==> src/dpsem_pkg.sv <==
/*
 Constants and types of the host-side controller for the dual-port
 memory: register map, field positions, pin timing and state codes.
 Assumes a 25 MHz APB clock and one memory port per controller.
*/
// Operation
// - In input role outside logic holds wait high, or low to forbid writes.
// - A port seeing low wait may hold off its access until released.
// - Token access uses memory enable inactive and token-space select active.
// - Stacked devices' active-low wait indications are ANDed together.
// - Outside logic initialises both mailbox flags after power-up; the controller reads only its own mailbox after reset.
package dpsem_pkg;
  localparam int CLK_MHZ = 25;
  localparam int T_SETUP_NS = 5;
  localparam int T_STROBE_NS = 20;
  localparam int SETUP_CYC = (T_SETUP_NS * CLK_MHZ + 999) / 1000;
  localparam int STROBE_CYC = (T_STROBE_NS * CLK_MHZ + 999) / 1000;
  localparam int SYNC_CYC = 3;
  localparam int CNT_W = 4;
  localparam int AW = 16;
  localparam int DW = 18;
  localparam int TOK_W = 3;
  localparam logic [7:0] OFS_CTRL = 8'h00;
  localparam logic [7:0] OFS_CMD = 8'h04;
  localparam logic [7:0] OFS_ADDR = 8'h08;
  localparam logic [7:0] OFS_WDATA = 8'h0C;
  localparam logic [7:0] OFS_RDATA = 8'h10;
  localparam logic [7:0] OFS_STATUS = 8'h14;
  localparam int CTRL_MASTER = 0;
  localparam int CTRL_BLOCK = 1;
  localparam logic [1:0] CTRL_RESET = 2'h1;
  localparam int ST_BUSY = 0;
  localparam int ST_DONE = 1;
  localparam int ST_STALL = 2;
  localparam int ST_MBOX = 3;
  localparam int ST_WAIT = 4;
  localparam logic [AW-1:0] MBOX_LEFT = 16'hFFFE;
  localparam logic [AW-1:0] MBOX_RIGHT = 16'hFFFF;
  typedef enum logic [1:0] {
    OP_MEM_RD = 2'h0,
    OP_MEM_WR = 2'h1,
    OP_TOK_RD = 2'h2,
    OP_TOK_WR = 2'h3
  } op_t;
  typedef enum logic [2:0] {
    S_IDLE = 3'h0,
    S_SETUP = 3'h1,
    S_STROBE = 3'h3,
    S_RECOV = 3'h2,
    S_STALL = 3'h5
  } state_t;
endpackage
==> src/dpsem_host.sv <==
/*
 Host controller driving one port of the dual-port memory: memory and
 token accesses, mailbox use, wait handling and role control, ordered
 by software over APB. Assumes pins from the memory are asynchronous.
*/
`timescale 1ns/1ps
`default_nettype none
module dpsem_host #(
  parameter int NDEV = 1,
  parameter bit LEFT_PORT = 1'b1
) (
  input wire logic pclk, // apb clock
  input wire logic presetn, // async reset, low
  input wire logic psel, // apb select
  input wire logic penable, // apb enable
  input wire logic pwrite, // apb direction
  input wire logic [7:0] paddr, // apb byte address
  input wire logic [31:0] pwdata, // apb write data
  output logic [31:0] prdata, // apb read data
  output logic pready, // apb ready
  output logic pslverr, // apb error
  output logic port_select_low_active_n, // memory enable, low
  output logic port_select_high_active, // memory enable, high
  output logic token_space_select_n, // token space select, low
  output logic rw_n, // write strobe, low
  output logic oe_n, // output enable, low
  output logic [dpsem_pkg::AW-1:0] addr, // address pins
  input wire logic [dpsem_pkg::DW-1:0] data_in, // data pin level
  output logic [dpsem_pkg::DW-1:0] data_out, // data pin drive
  output logic data_oe_n, // data drive enable, low
  input wire logic [NDEV-1:0] collision_wait_in_n, // wait pin level per device
  output logic collision_wait_out_n, // wait pin drive
  output logic collision_wait_oe_n, // wait drive enable, low
  input wire logic own_mailbox_flag_n, // this port's mailbox flag
  output logic role_select // high: device arbitrates
);
  import dpsem_pkg::*;

  localparam logic [AW-1:0] OWN_MBOX = LEFT_PORT ? MBOX_LEFT : MBOX_RIGHT;
  // setup outlasts the wait filter so a collision stalls before any strobe
  localparam logic [CNT_W-1:0] SETUP_LOAD = CNT_W'(SETUP_CYC + SYNC_CYC);
  localparam logic [CNT_W-1:0] STROBE_LOAD = CNT_W'(STROBE_CYC + SYNC_CYC - 1);

  state_t state, next_state;
  op_t op;
  logic [CNT_W-1:0] cnt, next_cnt;
  logic [1:0] ctrl;
  logic [DW-1:0] rdata;
  logic init_pend, done, stall_seen;
  logic [DW+1:0] s1, s2, s3;
  logic wait_f, mbox_f;

  // three-stage input sync; a change counts when stages two and three agree
  always_ff @(posedge pclk or negedge presetn) begin
    if (!presetn) begin
      s1 <= '1;
      s2 <= '1;
      s3 <= '1;
      wait_f <= 1'b1;
      mbox_f <= 1'b1;
    end else begin
      s1 <= {&collision_wait_in_n, own_mailbox_flag_n, data_in};
      s2 <= s1;
      s3 <= s2;
      if (s2[DW+1] == s3[DW+1]) wait_f <= s3[DW+1];
      if (s2[DW] == s3[DW]) mbox_f <= s3[DW];
    end
  end

  wire data_stable = (s2[DW-1:0] == s3[DW-1:0]);
  wire is_tok = (op == OP_TOK_RD) || (op == OP_TOK_WR);
  wire is_wr = (op == OP_MEM_WR) || (op == OP_TOK_WR);
  wire act = (state == S_SETUP) || (state == S_STROBE) || (state == S_STALL);
  wire stall_req = ctrl[CTRL_MASTER] && !wait_f && !is_tok;

  // apb decode
  wire acc = psel && penable;
  wire wr_en = acc && pwrite;
  wire mapped = (paddr == OFS_CTRL) || (paddr == OFS_CMD) || (paddr == OFS_ADDR) ||
                (paddr == OFS_WDATA) || (paddr == OFS_RDATA) || (paddr == OFS_STATUS);
  wire start = wr_en && (paddr == OFS_CMD) && (state == S_IDLE) && !init_pend;
  wire launch_init = (state == S_IDLE) && init_pend;
  wire done_clr = wr_en && (paddr == OFS_STATUS) && pwdata[ST_DONE];
  wire stall_clr = wr_en && (paddr == OFS_STATUS) && pwdata[ST_STALL];
  wire [31:0] status = {27'h0, wait_f, !mbox_f, stall_seen, done, state != S_IDLE};
  assign pready = 1'b1;
  assign pslverr = acc && !mapped;
  assign prdata = (paddr == OFS_CTRL) ? {30'h0, ctrl} :
                  (paddr == OFS_ADDR) ? {16'h0, addr} :
                  (paddr == OFS_WDATA) ? {14'h0, data_out} :
                  (paddr == OFS_RDATA) ? {14'h0, rdata} :
                  (paddr == OFS_STATUS) ? status : 32'h0;

  // pin strobes decoded from state and op; role and wait pins from ctrl
  assign port_select_low_active_n = !(act && !is_tok);
  assign port_select_high_active = act && !is_tok;
  assign token_space_select_n = !(act && is_tok);
  assign rw_n = !((state == S_STROBE) && is_wr);
  assign oe_n = !((state == S_STROBE) && !is_wr);
  assign data_oe_n = !(act && is_wr);
  assign role_select = ctrl[CTRL_MASTER];
  assign collision_wait_oe_n = ctrl[CTRL_MASTER];
  assign collision_wait_out_n = !ctrl[CTRL_BLOCK];

  always_comb begin
    next_state = state;
    next_cnt = cnt;
    case (state)
      S_IDLE: begin
        if (start || launch_init) begin
          next_state = S_SETUP;
          next_cnt = SETUP_LOAD;
        end
      end
      S_SETUP: begin
        if (cnt != '0) begin
          next_cnt = cnt - 1'b1;
        end else if (stall_req) begin
          next_state = S_STALL;
        end else begin
          next_state = S_STROBE;
          next_cnt = STROBE_LOAD;
        end
      end
      S_STALL: begin
        if (!stall_req) begin
          next_state = S_SETUP;
          next_cnt = SETUP_LOAD;
        end
      end
      S_STROBE: begin
        if (cnt != '0) next_cnt = cnt - 1'b1;
        else if (is_wr || data_stable) next_state = S_RECOV;
      end
      S_RECOV: next_state = S_IDLE;
      default: next_state = S_IDLE;
    endcase
  end

  always_ff @(posedge pclk or negedge presetn) begin
    if (!presetn) begin
      state <= S_IDLE;
      cnt <= '0;
    end else begin
      state <= next_state;
      cnt <= next_cnt;
    end
  end

  // init reads own mailbox once, clearing its flag
  always_ff @(posedge pclk or negedge presetn) begin
    if (!presetn) begin
      init_pend <= 1'b1;
      op <= OP_MEM_RD;
      addr <= '0;
    end else if (launch_init) begin
      init_pend <= 1'b0;
      op <= OP_MEM_RD;
      addr <= OWN_MBOX;
    end else if (start) begin
      op <= op_t'(pwdata[1:0]);
    end else if (wr_en && (paddr == OFS_ADDR) && (state == S_IDLE)) begin
      addr <= pwdata[AW-1:0];
    end
  end

  always_ff @(posedge pclk or negedge presetn) begin
    if (!presetn) begin
      ctrl <= CTRL_RESET;
      data_out <= '0;
      rdata <= '0;
      done <= 1'b0;
      stall_seen <= 1'b0;
    end else begin
      if (wr_en && (paddr == OFS_CTRL)) ctrl <= pwdata[1:0];
      // token writes use data bit zero only
      if (wr_en && (paddr == OFS_WDATA) && (state == S_IDLE)) data_out <= pwdata[DW-1:0];
      if ((state == S_STROBE) && (next_state == S_RECOV) && !is_wr) rdata <= s3[DW-1:0];
      done <= (state == S_RECOV) || (done && !done_clr);
      stall_seen <= (state == S_STALL) || (stall_seen && !stall_clr);
    end
  end
endmodule
`default_nettype wire

==> config.mk <==
export PLATFORM = sky130hd
export DESIGN_NAME = dpsem_host
export DESIGN_NICKNAME = d
export VERILOG_FILES = /design/src/dpsem_pkg.sv /design/src/dpsem_host.sv
export SDC_FILE = /design/constraint.sdc
export NUM_CORES = 1
export LEC_CHECK = 0
export ABC_AREA = 1
export BUFFER_PORTS_ARGS = -buffer_cell sky130_fd_sc_hd__buf_2
export CAP_MARGIN = 20
export CORE_MARGIN = 2
export CORE_UTILIZATION = 45
export CTS_CLUSTER_DIAMETER = 50
export DETAILED_ROUTE_END_ITERATION = 16
export PLACE_DENSITY = 0.68
export SLEW_MARGIN = 20
export SYNTH_ARGS = -nofsm -noshare
export SYNTH_HDL_FRONTEND = slang
export SYNTH_SLANG_ARGS = --single-unit
==> constraint.sdc <==
create_clock -name pclk -period 3.5 [get_ports pclk]
set_clock_uncertainty 0.15 [all_clocks]
set_input_delay 0.35 -clock pclk [delete_from_list [all_inputs] [get_ports pclk]]
set_output_delay 0.35 -clock pclk [all_outputs]
set_load 0.01 [all_outputs]
==> results_dict.tcl <==
set metrics [dict create \
    seq_area_frac_synth 0.590 \
    netlist.area_leader.share 0.302 \
    holdCritPathClass "in2reg" \
    switchingPower_w 0.000911 \
    post_cts_buffers 0 \
    critical_path_arrival_ps 1990 \
    max_slew_margin 0.472 \
    slew_violations 0 \
    cp-start-kind "register" \
    cts_tree "yes" \
    grt_start_max_net_pins 67 \
    avgRoutedWirePerCell_um 13.6 \
    dp_slack_ps 1010 \
    leakage_nw 3.43 \
    fillCellCount 1026 \
    seqPwrFrac 0.457 \
    dp_hpwl_um 8540 \
    fin_crit_sh 0.711 \
    cap_violations 0 \
    synthFlopType "dfstp_2" \
    synth_area_sq_um 5560 \
    grt_pass1_vias 4166 \
    ys_types 41 \
    end_kind "output pin" \
    tns_ps 0 \
    powerDensity_nw_per_um2 514 \
    yosysMostFrequentCell "nand2_1" \
    synth-edff-count 0 \
    die_area_sq_um 13300 \
    synth_async_sr_flop_share 1.00 \
    finalCriticalPeriod_ps 2490 \
    pin_count 142 \
    grt_overflow_total 0 \
    rsz0062_at_grt "false" \
    root_buffer "clkbuf_16" \
    ys_seq_elements 128 \
    multi_input_area_sq_um 1920 \
    htree_num_levels 4 \
    drtAntennaViolNets 0 \
    dr.pass1.iters 5 \
    grt_pass1_wl_um 20100 \
    first_iter_violations 292 \
    grt.total_usage 0.192 \
    numClockSinks 128 \
    ir_drop_mv 0.271 \
    synth.avg_cell_area_sq_um 9.61 \
    viasPerCell 4.85 \
    rows 40 \
    nNetsFinal 781 \
    setup_viol_count_final 0 \
    seq_area_sq_um 3280 \
    start_util 0.461 \
    syn_to_final_growth_pct 24.4 \
    wl_um 12200 \
    drive_above_1_share 0.331 \
    synthTopCellsByArea "dfstp_2, dfrtp_1, nand2_1" \
    yosysTopAreaCell "dfstp_2" \
    ys_warn_count 0 \
    swShare 0.256 \
    critical_path_required_ps 3000 \
    vias 4337 \
    p_clk_frac 0.439 \
    antenna_found_initial 0 \
    worstPathMaxFanout 20 \
    path_class "reg2out" \
    chipWidth_um 115 \
    max_freq_ghz 0.402 \
    drcViolationCount 0 \
    core-area_sq_um 12100 \
    place_congestion 0.823 \
    port_buffers 112 \
    status "finished, final reports clean" \
    yosys-top-cells-count "nand2_1, dfrtp_1, dfstp_2" \
    cts.clk_slew.worst_paths_ps 60 \
    final_hold_viol_count 0 \
    synthCells 579 \
    hold_ws_ps 35.1 \
    worst_pin_slew_ps 790 \
    clkLatencyLatePin_ps 410 \
    numCtsBuffers 17 \
    die-height_um 115 \
    intPower_w 0.00264 \
    timing.final.ws_setup_ps 1010 \
    max-clock-path-buffers 2 \
    r2r_slack_ps 1060 \
    p_comb_frac 0.103 \
    antenna_cells 0 \
]
what timing repair did:
item	4_1_cts	5_1_grt
resized for setup	0	0
endpoints found under the hold margin	29	0
hold buffers	21	0
layer usage:
layer  global-route usage  part of all wire  vias up
met2                0.284              0.46      155
met3               0.0496             0.056       18
met4               0.0859             0.017        0
li1                     -                 -     2089
met1                0.269              0.47     2075
met5                    0                 0        -
critical path, cell delays in order, from the launching register on:
cell and delay (ps):
dfrtp_1 450, nor2_2 190, inv_2 110, nor2_4 140, inv_2 60, nor2_4 360, inv_1 110, buf_2 170
sequential cells by signal, indices dropped and copies added, names as in the netlist, 2 cells and up:
signal    cells
addr         16
s3           20
s1           20
op            2
cnt           4
ctrl          2
state         3
s2           20
rdata        18
data_out     18
kinds of logic after synthesis:
kind of cell               synth area share
and+or+nand+nor                       0.267
other                               0.00135
AOI/OAI and AO/OA                    0.0416
DFF                                   0.590
xor gates and xnor gates             0.0173
buffers and inverters                0.0740
adders and majority gates           0.00810
cell usage in the layout (no fill, tap or decap), drive strengths merged:
cell type	instances
xnor2	10
clkinv	8
o21a	2
nor3	16
dfstp	64
o31ai	1
xor2	1
dfrtp	64
nand3b	1
clkinvlp	1
clkbuf	20
o2bb2ai	1
a21boi	1
or2	3
conb	15
nand3	40
a21oi	7
buf	116
o21ai	23
nand2	175
nor4	2
o211ai	3
nor2	55
nand4	22
dlygate4sd3	21
maj3	2
ha	2
inv	50
o311ai	1
through the flow:
stage / total power, W / cell area, sq um / std cells / util
floorplan: 0.00190 / 5610 / 592 / -
global placement: 0.00197 / 6180 / 842 / 0.512
detailed placement: 0.00200 / 6180 / 842 / 0.512
CTS: 0.00359 / 6920 / 895 / 0.574
global route: 0.00372 / 6920 / 895 / 0.574
finish: 0.00355 / 6920 / 895 / 0.574
path summary, 6_finish.rpt:
path / start / to / cells after the start
worst max register to register: s3[10] / rdata[11] / 11
worst max-delay path: state[2] / oe_n / 7
worst min-delay path: pwdata[15] / addr[15] / 3
max in group asynchronous: presetn / ctrl[0] / 3
worst min register to register: s1[13] / s2[13] / 0
min in group asynchronous: presetn / state[0] / 2
power by group through the flow:
stage | registers (W) | clock network [W] | logic (W)
3_3_place_gp | 0.00164 | 0 | 0.000330
6_report | 0.00163 | 0.00156 | 0.000367
5_1_grt | 0.00163 | 0.00167 | 0.000420
2_1_floorplan | 0.00164 | 0 | 0.000264
3_5_place_dp | 0.00165 | 0 | 0.000348
4_1_cts | 0.00163 | 0.00159 | 0.000371
layout make-up:
class	instances	area share
clock inverter	12	0.0123
tap	168	0.0304
timing repair buffer	137	0.116
clock buffer	20	0.0645
multi-input combinational	383	0.277
sequential	128	0.474
inverter	47	0.0255
No activity file was read; power rests on OpenSTA's default activity.
